<file path="src/hw/ascm_pkg.sv">
package ascm_pkg;
  localparam int SPEED_W = 16;
  localparam int FEED_W = 32;
  localparam int AUX_W = 16;
  localparam int ERR_W = 10;
  localparam int STATUS_W = 16;
  localparam int STAT_IN_SPEED_BIT = 0;
  localparam logic [STATUS_W-1:0] STATUS_RESET = 16'h0000;
  localparam logic [FEED_W-1:0] FEED_ZERO = 32'h0000_0000;
  // Error codes
  localparam logic [ERR_W-1:0] ERR_NONE = 10'h000;
  localparam logic [ERR_W-1:0] ERR_CONT_PATH = 10'h204;   // 516
  localparam logic [ERR_W-1:0] ERR_METHOD = 10'h20C;      // 524
  // Operation pattern encodings
  localparam logic [1:0] PAT_COMPLETE = 2'h0;
  localparam logic [1:0] PAT_CONT_POS = 2'h1;
  localparam logic [1:0] PAT_CONT_PATH = 2'h3;
  // Control method encodings for the two speed variants
  localparam logic [5:0] METH_FWD_SPEED = 6'h04;
  localparam logic [5:0] METH_REV_SPEED = 6'h05;
  // Feed value during speed control setting
  localparam logic [1:0] FEED_HOLD = 2'h0;
  localparam logic [1:0] FEED_UPDATE = 2'h1;
  localparam logic [1:0] FEED_CLEAR = 2'h2;
  // Aux code timing setting
  localparam logic AUX_WITH = 1'b0;
  localparam logic AUX_AFTER = 1'b1;
  // Speed ramp step per cycle
  localparam logic [SPEED_W-1:0] RAMP_STEP_DEFAULT = 16'h0001;

  typedef enum logic [1:0] {
    ASCM_IDLE = 2'b00,
    ASCM_RUN = 2'b01,
    ASCM_DECEL = 2'b11
  } ascm_state_e;
endpackage : ascm_pkg

</file>
<file path="src/hw/ascm_ramp_if.sv">
`timescale 1ns/1ns
`default_nettype none
interface ascm_ramp_if;
  logic [ascm_pkg::SPEED_W-1:0] target;
  logic [ascm_pkg::SPEED_W-1:0] step;
  logic clear;
  logic [ascm_pkg::SPEED_W-1:0] speed;
  logic at_zero;
  modport ctrl (output target, output step, output clear, input speed, input at_zero);
  modport ramp (input target, input step, input clear, output speed, output at_zero);
endinterface : ascm_ramp_if
`default_nettype wire

</file>
<file path="src/hw/ascm_ramp.sv">
`timescale 1ns/1ns
`default_nettype none
module ascm_ramp (
  input wire logic clk,
  input wire logic rst_n,
  ascm_ramp_if.ramp rif
);
  logic [ascm_pkg::SPEED_W-1:0] speed_reg;

  function automatic logic [ascm_pkg::SPEED_W-1:0] approach(
    input logic [ascm_pkg::SPEED_W-1:0] cur,
    input logic [ascm_pkg::SPEED_W-1:0] tgt,
    input logic [ascm_pkg::SPEED_W-1:0] stp
  );
    logic [ascm_pkg::SPEED_W-1:0] r;
    r = tgt;
    if (cur < tgt) begin
      if (tgt - cur > stp) begin
        r = cur + stp;
      end
    end else if (cur - tgt > stp) begin
      r = cur - stp;
    end
    return r;
  endfunction : approach

  always_ff @(posedge clk or negedge rst_n) begin
    if (!rst_n) begin
      speed_reg <= '0;
    end else if (rif.clear) begin
      speed_reg <= '0;
    end else begin
      speed_reg <= approach(speed_reg, rif.target, rif.step);
    end
  end

  assign rif.speed = speed_reg;
  assign rif.at_zero = (speed_reg == '0);
endmodule : ascm_ramp
`default_nettype wire

</file>
<file path="src/hw/ascm_speed_ctrl.sv">
// Notes on behaviour
// [RULE_01] Run at commanded speed in data direction, no target, until stop.
// [RULE_02] Two variants: forward-start and reverse-start speed control.
// [RULE_03] Status bit 0 high for whole speed control operation.
// [RULE_04] Continuous positioning or path pattern refused with error 516.
// [RULE_05] Aux code and its on signal only with concurrent timing setting.
// [RULE_06] Stroke limit check skipped when unit is degrees.
// [RULE_07] Infinite length restoration needs feed setting 1, else error 524.
// [RULE_08] Movement amount, arc address and dwell time are ignored.
// [RULE_09] Feed setting: 0 hold, 1 update continuously, 2 clear at start.
// [RULE_10] Stop decelerates with selected time, then status flag drops.
`timescale 1ns/1ns
`default_nettype none
module ascm_speed_ctrl (
  input wire logic clk,
  input wire logic rstn,
  input wire logic start,
  input wire logic stop,
  input wire logic [1:0] operation_pattern_field,
  input wire logic [5:0] control_method_field,
  input wire logic [31:0] movement_amount_field,
  input wire logic [31:0] arc_center_field,
  input wire logic [15:0] dwell_time_field,
  input wire logic [ascm_pkg::SPEED_W-1:0] commanded_speed_field,
  input wire logic [ascm_pkg::AUX_W-1:0] aux_code_field,
  input wire logic aux_code_timing_setting,
  input wire logic [1:0] feed_value_during_speed_setting,
  input wire logic unit_is_degree,
  input wire logic abs_infinite_mode,
  input wire logic [ascm_pkg::SPEED_W-1:0] decel_step,
  input wire logic [ascm_pkg::FEED_W-1:0] stroke_upper,
  input wire logic [ascm_pkg::FEED_W-1:0] stroke_lower,
  input wire logic aux_code_done,
  output logic [ascm_pkg::SPEED_W-1:0] speed_cmd,
  output logic dir_reverse,
  output logic [ascm_pkg::STATUS_W-1:0] axis_status_monitor,
  output logic [ascm_pkg::FEED_W-1:0] current_feed_value_monitor,
  output logic [ascm_pkg::ERR_W-1:0] error_code,
  output logic error_pulse,
  output logic stroke_error,
  output logic [ascm_pkg::AUX_W-1:0] aux_code_out,
  output logic aux_code_on
);
  logic rst_sync1_reg;
  logic rst_n;
  ascm_pkg::ascm_state_e state_reg;
  ascm_pkg::ascm_state_e state_next;
  logic dir_reg;
  logic [ascm_pkg::SPEED_W-1:0] tgt_reg;
  logic [ascm_pkg::SPEED_W-1:0] step_reg;
  logic [1:0] feed_mode_reg;
  logic degree_reg;
  logic [ascm_pkg::FEED_W-1:0] feed_reg;
  logic [ascm_pkg::ERR_W-1:0] err_reg;
  logic err_pulse_reg;
  logic stroke_reg;
  logic [ascm_pkg::AUX_W-1:0] aux_reg;
  logic aux_on_reg;
  logic start_ok;
  logic is_speed_meth;
  logic pat_bad;
  logic abs_bad;
  logic [ascm_pkg::FEED_W-1:0] feed_step;
  logic [ascm_pkg::FEED_W-1:0] feed_new;

  ascm_ramp_if rif ();

  // Async assert, synchronous release
  always_ff @(posedge clk or negedge rstn) begin
    if (!rstn) begin
      rst_sync1_reg <= 1'b0;
      rst_n <= 1'b0;
    end else begin
      rst_sync1_reg <= 1'b1;
      rst_n <= rst_sync1_reg;
    end
  end

  // Movement amount, arc and dwell are never read here
  assign is_speed_meth = (control_method_field == ascm_pkg::METH_FWD_SPEED) ||
                         (control_method_field == ascm_pkg::METH_REV_SPEED);  // see [RULE_08]
  assign pat_bad = (operation_pattern_field != ascm_pkg::PAT_COMPLETE);  // see [RULE_04]
  assign abs_bad = abs_infinite_mode &&
                   (feed_value_during_speed_setting != ascm_pkg::FEED_UPDATE);  // see [RULE_07]
  assign start_ok = start && is_speed_meth && !pat_bad && !abs_bad &&
                    (state_reg == ascm_pkg::ASCM_IDLE);

  always_comb begin
    state_next = state_reg;
    case (state_reg)
      ascm_pkg::ASCM_IDLE: begin
        if (start_ok) begin
          state_next = ascm_pkg::ASCM_RUN;
        end
      end
      ascm_pkg::ASCM_RUN: begin
        if (stop || stroke_reg) begin
          state_next = ascm_pkg::ASCM_DECEL;  // see [RULE_01]
        end
      end
      ascm_pkg::ASCM_DECEL: begin
        if (rif.at_zero) begin
          state_next = ascm_pkg::ASCM_IDLE;  // see [RULE_10]
        end
      end
      default: state_next = ascm_pkg::ASCM_IDLE;
    endcase
  end

  always_ff @(posedge clk or negedge rst_n) begin
    if (!rst_n) begin
      state_reg <= ascm_pkg::ASCM_IDLE;
    end else begin
      state_reg <= state_next;
    end
  end

  // Latched start data; speed held for the whole run
  always_ff @(posedge clk or negedge rst_n) begin
    if (!rst_n) begin
      dir_reg <= 1'b0;
      tgt_reg <= '0;
      step_reg <= ascm_pkg::RAMP_STEP_DEFAULT;
      feed_mode_reg <= ascm_pkg::FEED_HOLD;
      degree_reg <= 1'b0;
    end else if (start_ok) begin
      dir_reg <= (control_method_field == ascm_pkg::METH_REV_SPEED);  // see [RULE_02]
      tgt_reg <= commanded_speed_field;  // see [RULE_01]
      step_reg <= (decel_step == '0) ? ascm_pkg::RAMP_STEP_DEFAULT : decel_step;
      feed_mode_reg <= feed_value_during_speed_setting;
      degree_reg <= unit_is_degree;
    end
  end

  assign rif.target = (state_reg == ascm_pkg::ASCM_RUN) ? tgt_reg : '0;
  assign rif.step = step_reg;  // see [RULE_10]
  // Hold the ramp at rest while idle so no residue carries into a new run
  assign rif.clear = (state_reg == ascm_pkg::ASCM_IDLE);

  ascm_ramp u_ramp (
    .clk(clk),
    .rst_n(rst_n),
    .rif(rif)
  );

  // Feed moves by current speed each cycle in the run direction
  assign feed_step = {{(ascm_pkg::FEED_W-ascm_pkg::SPEED_W){1'b0}}, rif.speed};
  assign feed_new = dir_reg ? (feed_reg - feed_step) : (feed_reg + feed_step);

  always_ff @(posedge clk or negedge rst_n) begin
    if (!rst_n) begin
      feed_reg <= ascm_pkg::FEED_ZERO;
    end else if (start_ok && feed_value_during_speed_setting == ascm_pkg::FEED_CLEAR) begin
      feed_reg <= ascm_pkg::FEED_ZERO;  // see [RULE_09]
    end else if (state_reg != ascm_pkg::ASCM_IDLE && feed_mode_reg == ascm_pkg::FEED_UPDATE) begin
      feed_reg <= feed_new;  // see [RULE_09]
    end
  end

  // Stroke check only when feed tracks motion; never in degrees
  always_ff @(posedge clk or negedge rst_n) begin
    if (!rst_n) begin
      stroke_reg <= 1'b0;
    end else if (start_ok) begin
      stroke_reg <= 1'b0;
    end else if (state_reg == ascm_pkg::ASCM_RUN && !degree_reg &&
                 feed_mode_reg == ascm_pkg::FEED_UPDATE) begin  // see [RULE_06]
      stroke_reg <= ($signed(feed_reg) > $signed(stroke_upper)) ||
                    ($signed(feed_reg) < $signed(stroke_lower));
    end
  end

  // Start refusal codes; pattern error takes priority
  always_ff @(posedge clk or negedge rst_n) begin
    if (!rst_n) begin
      err_reg <= ascm_pkg::ERR_NONE;
      err_pulse_reg <= 1'b0;
    end else begin
      err_pulse_reg <= 1'b0;
      if (start && is_speed_meth && state_reg == ascm_pkg::ASCM_IDLE) begin
        if (pat_bad) begin
          err_reg <= ascm_pkg::ERR_CONT_PATH;  // see [RULE_04]
          err_pulse_reg <= 1'b1;
        end else if (abs_bad) begin
          err_reg <= ascm_pkg::ERR_METHOD;  // see [RULE_07]
          err_pulse_reg <= 1'b1;
        end
      end
    end
  end

  // Aux code set wins over done in the same cycle
  always_ff @(posedge clk or negedge rst_n) begin
    if (!rst_n) begin
      aux_reg <= '0;
      aux_on_reg <= 1'b0;
    end else if (start_ok && aux_code_timing_setting == ascm_pkg::AUX_WITH) begin
      aux_reg <= aux_code_field;  // see [RULE_05]
      aux_on_reg <= 1'b1;
    end else if (aux_code_done) begin
      aux_on_reg <= 1'b0;
    end
  end

  always_comb begin
    axis_status_monitor = ascm_pkg::STATUS_RESET;
    axis_status_monitor[ascm_pkg::STAT_IN_SPEED_BIT] =
      (state_reg != ascm_pkg::ASCM_IDLE);  // see [RULE_03]
  end

  assign speed_cmd = rif.speed;
  assign dir_reverse = dir_reg;
  assign current_feed_value_monitor = feed_reg;
  assign error_code = err_reg;
  assign error_pulse = err_pulse_reg;
  assign stroke_error = stroke_reg;
  assign aux_code_out = aux_reg;
  assign aux_code_on = aux_on_reg;
endmodule : ascm_speed_ctrl
`default_nettype wire

</file>
<file path="config.mk">
export PLATFORM = sky130hd
export DESIGN_NAME = ascm_speed_ctrl
export DESIGN_NICKNAME = d
export VERILOG_FILES = /design/src/hw/ascm_pkg.sv /design/src/hw/ascm_ramp_if.sv /design/src/hw/ascm_ramp.sv /design/src/hw/ascm_speed_ctrl.sv
export SDC_FILE = /design/constraint.sdc
export NUM_CORES = 1
export LEC_CHECK = 0
export ABC_AREA = 1
export BUFFER_PORTS_ARGS = -buffer_cell sky130_fd_sc_hd__clkbuf_2
export CORE_AREA = 5 5 183 185
export CTS_BUF_LIST = sky130_fd_sc_hd__clkbuf_4 sky130_fd_sc_hd__clkbuf_8 sky130_fd_sc_hd__clkbuf_16
export CTS_CLUSTER_SIZE = 10
export DETAILED_ROUTE_END_ITERATION = 12
export DIE_AREA = 0 0 188 190
export HOLD_SLACK_MARGIN = 0.08
export PLACE_DENSITY_LB_ADDON = 0.05
export SYNTH_ARGS = -nofsm -noshare
export SYNTH_HDL_FRONTEND = slang
export SYNTH_SLANG_ARGS = --single-unit
export TNS_END_PERCENT = 1
</file>
<file path="constraint.sdc">
create_clock -name clk -period 5.4 [get_ports clk]
set_input_delay 1.62 -clock clk [delete_from_list [all_inputs] [get_ports clk]]
set_output_delay 1.62 -clock clk [all_outputs]
set_load 0.02 [all_outputs]
</file>
Yosys cells after proc, flatten, opt, wreduce, memory -nomap -nowiden
Index checks and enable logic that the tools add are counted.
W data, S select, Z words.
{"block": "word_totals", "register_bits": 117, "input_bits": 210, "output_inout_bits": 94}
{"block": "classes", "add_sub_neg": 6, "order_cmp": 5, "eq_ne": 10, "muxes": 22, "n_bitwise": 1, "n_reduce_logical": 28}
{"cell": "$mux W16", "n": 6}
{"cell": "$mux W32", "n": 3}
{"cell": "$sub A16 B16 Y16", "n": 3}
{"cell": "$add A32 B16 Y32", "n": 1}
{"cell": "$gt A16 B16 Y1", "n": 2}
{"cell": "$gt A32 B32 Y1", "n": 1}
{"cell": "$logic_not A16 Y1", "n": 2}
{"cell": "$lt A32 B32 Y1", "n": 1}
{"cell": "$sub A32 B16 Y32", "n": 1}
{"cell": "$mux W10", "n": 2}
{"cell": "$add A16 B16 Y16", "n": 1}
{"cell": "$lt A16 B16 Y1", "n": 1}
{"cell": "$eq A6 B3 Y1 const B", "n": 2}
{"cell": "$reduce_bool A2 Y1", "n": 6}
{"cell": "$logic_and A1 B1 Y1", "n": 11}
{"cell": "$mux W1", "n": 7}
{"cell": "$mux W2", "n": 3}
{"cell": "$ne A2 B2 Y1 const B", "n": 3}
{"cell": "$pmux W2 S3", "n": 1}
{"cell": "$eq A2 B1 Y1 const B", "n": 2}
{"cell": "$eq A2 B2 Y1 const B", "n": 2}
{"cell": "$logic_not A1 Y1", "n": 3}
{"cell": "$logic_or A1 B1 Y1", "n": 3}
{"cell": "$reduce_and A3 Y1", "n": 1}
{"cell": "other kinds (4)", "n": 4}

Depth between registers and ports, before layout
{"block": "depth", "ltp_word": 8, "ltp_mapped": 31}

Modules after synthesis
Synthesis repeated with hierarchy kept, for this count alone.
{"block": "hier_totals", "hier_cells": 1940, "hier_area_um2": 12851.1}
{"mod": "ascm_speed_ctrl", "n_inst": 1, "cells_per_inst": 1073, "area_per_inst_um2": 7688.6, "seq_area_each_um2": 2328.5}
{"mod": "ascm_ramp", "n_inst": 1, "cells_per_inst": 867, "area_per_inst_um2": 5162.5, "seq_area_each_um2": 400.4}

Least setup slack after synthesis
OpenSTA, ideal clock, no wires.
{"block": "synth_timing", "path_kind": "reg2reg", "startpoint": "register state_reg[1]", "endpoint": "register u_ramp.speed_reg, in the netlist u_ramp.rif.speed[11]", "setup_ps": 119, "arrival_ps": 3771, "required_ps": 5281, "slack_ps": 1510, "stages_incl_launch_ff": 27, "n_path_buf": 3, "synth_period_minus_slack_ps": 3890, "path_cell_list": "dfrtp_1 > inv_1 > nand2_1 > inv_1 > clkbuf_1 > nand2_1 > ha_1 > clkbuf_1 > nand2_1 > inv_1 > nand2_1 > o21ai_1 > nand2_1 > nand2_1 > xor2_1 > inv_1 > ha_1 > nand2_1 > nor2_1 > nand4_1 > inv_1 > nand2_1 > a21oi_1 > clkbuf_1 > nand3_1 > a21oi_1 > nor2_1"}
{"block": "synth_between", "elab_chain_cells": 7, "elab_cells_between_ends": 12}
{"item": "from (decl)", "line_no": "ascm_speed_ctrl.sv:46", "source": "ascm_pkg::ascm_state_e state_reg;"}
{"item": "from (signal assigned)", "line_no": "ascm_speed_ctrl.sv:112", "source": "state_reg <= ascm_pkg::ASCM_IDLE;"}
{"item": "from (signal assigned)", "line_no": "ascm_speed_ctrl.sv:114", "source": "state_reg <= state_next;"}
{"item": "$eq A2 B1 Y1", "line_no": "ascm_speed_ctrl.sv:135", "source": "assign rif.target = (state_reg == ascm_pkg::ASCM_RUN) ? tgt_reg : '0;"}
{"item": "$mux W16", "line_no": "ascm_speed_ctrl.sv:135"}
{"item": "$sub A16 B16 Y16 (on tied branches)", "line_no": "ascm_ramp.sv:21, ascm_ramp.sv:18"}
{"item": "$gt A16 B16 Y1 (on tied branches)", "line_no": "ascm_ramp.sv:21, ascm_ramp.sv:18"}
{"item": "$mux W16 (on tied branches)", "line_no": "ascm_ramp.sv:21, ascm_ramp.sv:18"}
{"item": "$mux W16", "line_no": "ascm_ramp.sv:17", "source": "if (cur < tgt) begin"}
{"item": "$mux W16 *", "line_no": "ascm_ramp.sv:30", "source": "end else if (rif.clear) begin"}
{"item": "to (signal assigned)", "line_no": "ascm_ramp.sv:33", "source": "speed_reg <= approach(speed_reg, rif.target, rif.step);"}
{"item": "to (decl)", "line_no": "ascm_ramp.sv:8", "source": "logic [ascm_pkg::SPEED_W-1:0] speed_reg;"}
Mark *: on every way between the ends. The rest lies on a longest branch, timed or not.
A chain may end at the register's enable or synchronous reset.

Worst setup path in the final report
{"block": "layout_timing", "startpoint": "register state_reg[1]", "endpoint": "register u_ramp.speed_reg, in the netlist u_ramp.rif.speed[3]"}
Same word-level chain as after synthesis.

==> impl_metrics.tcl <==
set metrics [dict create \
    slew_viol_final 0 \
    cts_sinks 109 \
    die_area_um2 35720 \
    critPathLaunch "state_reg[1]" \
    fp.dieW_um 188 \
    start_util_pct 38.89 \
    worst_setup_path_start_kind "register" \
    final_cell_area_um2 14080 \
    finalCritPeriodShare_pct 87.38 \
    ys_warn_count 0 \
    track_usage_pct 21.84 \
    n_fill_cell 3456 \
    place.gp.congestion 0.9049 \
    cp_slowest_stage_delay_ps 480 \
    p_int_mw 3.570 \
    grt_remaining_overflow 0 \
    slowest_stage "inv_1" \
    firstDrtPassIters 5 \
    rr_worst_depth 26 \
    core_area_um2 31880 \
    finalHoldViolations 0 \
    worst_pin_slew_ps 881.7 \
    power.switching_mw 4.810 \
    syn_inst 1858 \
    power_frac_comb_pct 74.5 \
    layout_commonest_cell "nand2_1" \
    dpl-instance-area_um2 13760 \
    rows 66 \
    slew_headroom_pct 41.22 \
    cts_tree "done" \
    hp-class "reg -> reg" \
    io_pins 304 \
    seq_area_frac_synth_pct 22.01 \
    grt_max_degree 57 \
    hp-start "rst_sync1_reg" \
    powerDensity_nw_per_um2 595.3 \
    crit_path_end_kind "register" \
    reg2reg_to "u_ramp.rif.speed[3]" \
    first_global_vias 12040 \
    root_buffer "clkbuf_16" \
    seq_power_share_pct 16.7 \
    drive_above_1_share_pct 12.91 \
    hold_path_depth 0 \
    clk_path_buf_depth 2 \
    post-cts-setup-buffers 0 \
    ir_worst_vdd_uv 191.9 \
    grt_antenna_before_repair 0 \
    power_frac_clock_pct 8.8 \
    multi_input_comb_area_um2 8369 \
    fin_nets 2437 \
    async_flop_share_pct 100.0 \
    cts-buffers-inserted 9 \
    fin_util_pct 44.16 \
    crit_fanout 20 \
    num_vias 12080 \
    largest_reg_flops 32 \
    final_antenna_net_count 0 \
    post-dp-hpwl_mm 33.16 \
    synth_seq_cells 109 \
    skew_ps 11.64 \
    maxCapViolations 0 \
    avgRoutedWirePerCell_um 16.10 \
    r2r_slack_ps 680 \
    crit_type "reg -> reg" \
    ys.flop_type "dfrtp_1" \
    place.port_buffers 201 \
    crit_required_ps 5720 \
    final_cell_mix "nand2_1, inv_1, clkbuf_2" \
    synth-edff-count 0 \
    drt_iter0_drc 527 \
    finalSetupViolCount 0 \
    fmax_mhz 211.9 \
    worstHoldEndpoint "rst_n" \
    tns_ps 0 \
    switching_share_pct 57.40 \
    drt-total-wl_mm 39.49 \
    layout.area.seq_um2 2733 \
    total_leakage_power_nw 7.983 \
    clkTransAtPathRegs_ps 90 \
    synth.distinct_cells 47 \
    grt_pass1_wl_mm 62.50 \
    ctsHoldBuffers 0 \
    die_h_um 190 \
    rr_startpoint "state_reg[1]" \
    ctsResizeCount 0 \
    cpMostUsedCell "nand2_1" \
    synthesis.area_um2 12400 \
    cts_htree_levels 3 \
    fin_crit_ps 4718 \
    clock_latency_ps 400 \
    status "finished clean" \
    arrival_ps 5040 \
    antenna_cells 0 \
    viasPerCell 4.923 \
    syn_avg_cell_area_um2 6.671 \
    rsz0062_at_grt "false" \
    syn2layout_area_growth_pct 13.57 \
    drcViolationCount 0 \
]
## critical path, delay by kind of cell (launching register included)
kind | cells | cell delay (ps)
AO/OA/AOI/OAI | 3 | 460
AND/OR/NAND/NOR | 13 | 1890
adder cells (fa/ha/maj) | 2 | 600
buffers and inverters | 7 | 1110
flip-flops | 1 | 420
XOR/XNOR | 1 | 160
## routing by layer
metal / up-vias / track usage [%] / wire [um]
li1: 6373 / - / -
met1: 5475 / 27.78 / 18010
met2: 189 / 39.18 / 19560
met3: 40 / 2.917 / 1146
met4: 0 / 5.477 / 774
met5: - / 0 / 0
## synth_stat cells (2+ instances only)
cell type,n,area share (%)
nand2_1,496,15
inv_1,263,8.0
ha_1,183,18
a21oi_1,171,6.9
nor2_1,138,4.2
o21ai_0,116,4.7
dfrtp_1,108,22
nand3_1,87,3.5
xor2_1,61,4.3
clkbuf_1,39,1.2
nor3_1,25,1.0
buf_4,23,1.4
nand4_1,19,0.96
o21bai_1,13,0.79
nor4_1,10,0.50
o21ai_1,10,0.40
mux2_4,9,1.1
a21o_1,7,0.42
a31oi_1,7,0.35
inv_2,7,0.21
mux2_1,7,0.64
o211ai_1,7,0.42
o21a_1,7,0.42
or2_2,5,0.25
xnor2_1,5,0.35
fa_1,4,0.65
nand3b_1,4,0.24
a21boi_0,3,0.18
buf_1,2,0.061
buf_2,2,0.081
buf_6,2,0.18
conb_1,2,0.061
nor2_2,2,0.10
## power groups by stage
| stage | Clock (mW) | Combinational [mW] | Sequential [mW] |
|---|---|---|---|
| finish | 0.733 | 6.24 | 1.40 |
| CTS | 0.755 | 6.27 | 1.41 |
| floorplan | 0 | 4.35 | 1.50 |
| global placement | 0 | 6.18 | 1.43 |
| detailed placement | 0 | 6.23 | 1.43 |
| global route | 0.789 | 7.13 | 1.45 |
## through the flow
stage	hold WS (ps)	setup WS, ps	instances	power (mW)
2_1_floorplan	331.2	1510	1879	5.849
3_3_place_gp	337.3	738.3	2437	7.609
3_5_place_dp	342.0	681.9	2437	7.664
4_1_cts	362.2	627.7	2453	8.436
5_1_grt	374.0	161.3	2453	9.374
6_report	359.9	681.6	2453	8.380
## worst max path at each step
stage | end | slack [ps]
after global placement | u_ramp.rif.speed[3] | 740
after global routing | u_ramp.rif.speed[0] | 160
final | u_ramp.rif.speed[3] | 680
after detailed placement | u_ramp.rif.speed[0] | 680
after floorplan | u_ramp.rif.speed[11] | 1510
after CTS | u_ramp.rif.speed[0] | 630
## layout make-up
type / count / area share [%]
inverter: 271 / 7.226
clock inverter: 6 / 0.5333
timing repair buffer: 218 / 8.053
tap: 408 / 3.626
sequential: 109 / 19.41
multi-input combinational: 1431 / 59.45
clock buffer: 10 / 1.698
## logic make-up after synthesis
| family | share of synthesized area [%] |
|---|---|
| buf+inv | 11.10 |
| simple gates | 26.24 |
| mux | 1.817 |
| fa+ha+maj | 19.12 |
| compound gates | 14.98 |
| xor+xnor | 4.663 |
| other cells | 0.06059 |
| flops | 22.01 |
(Power assumes the default switching activity.)
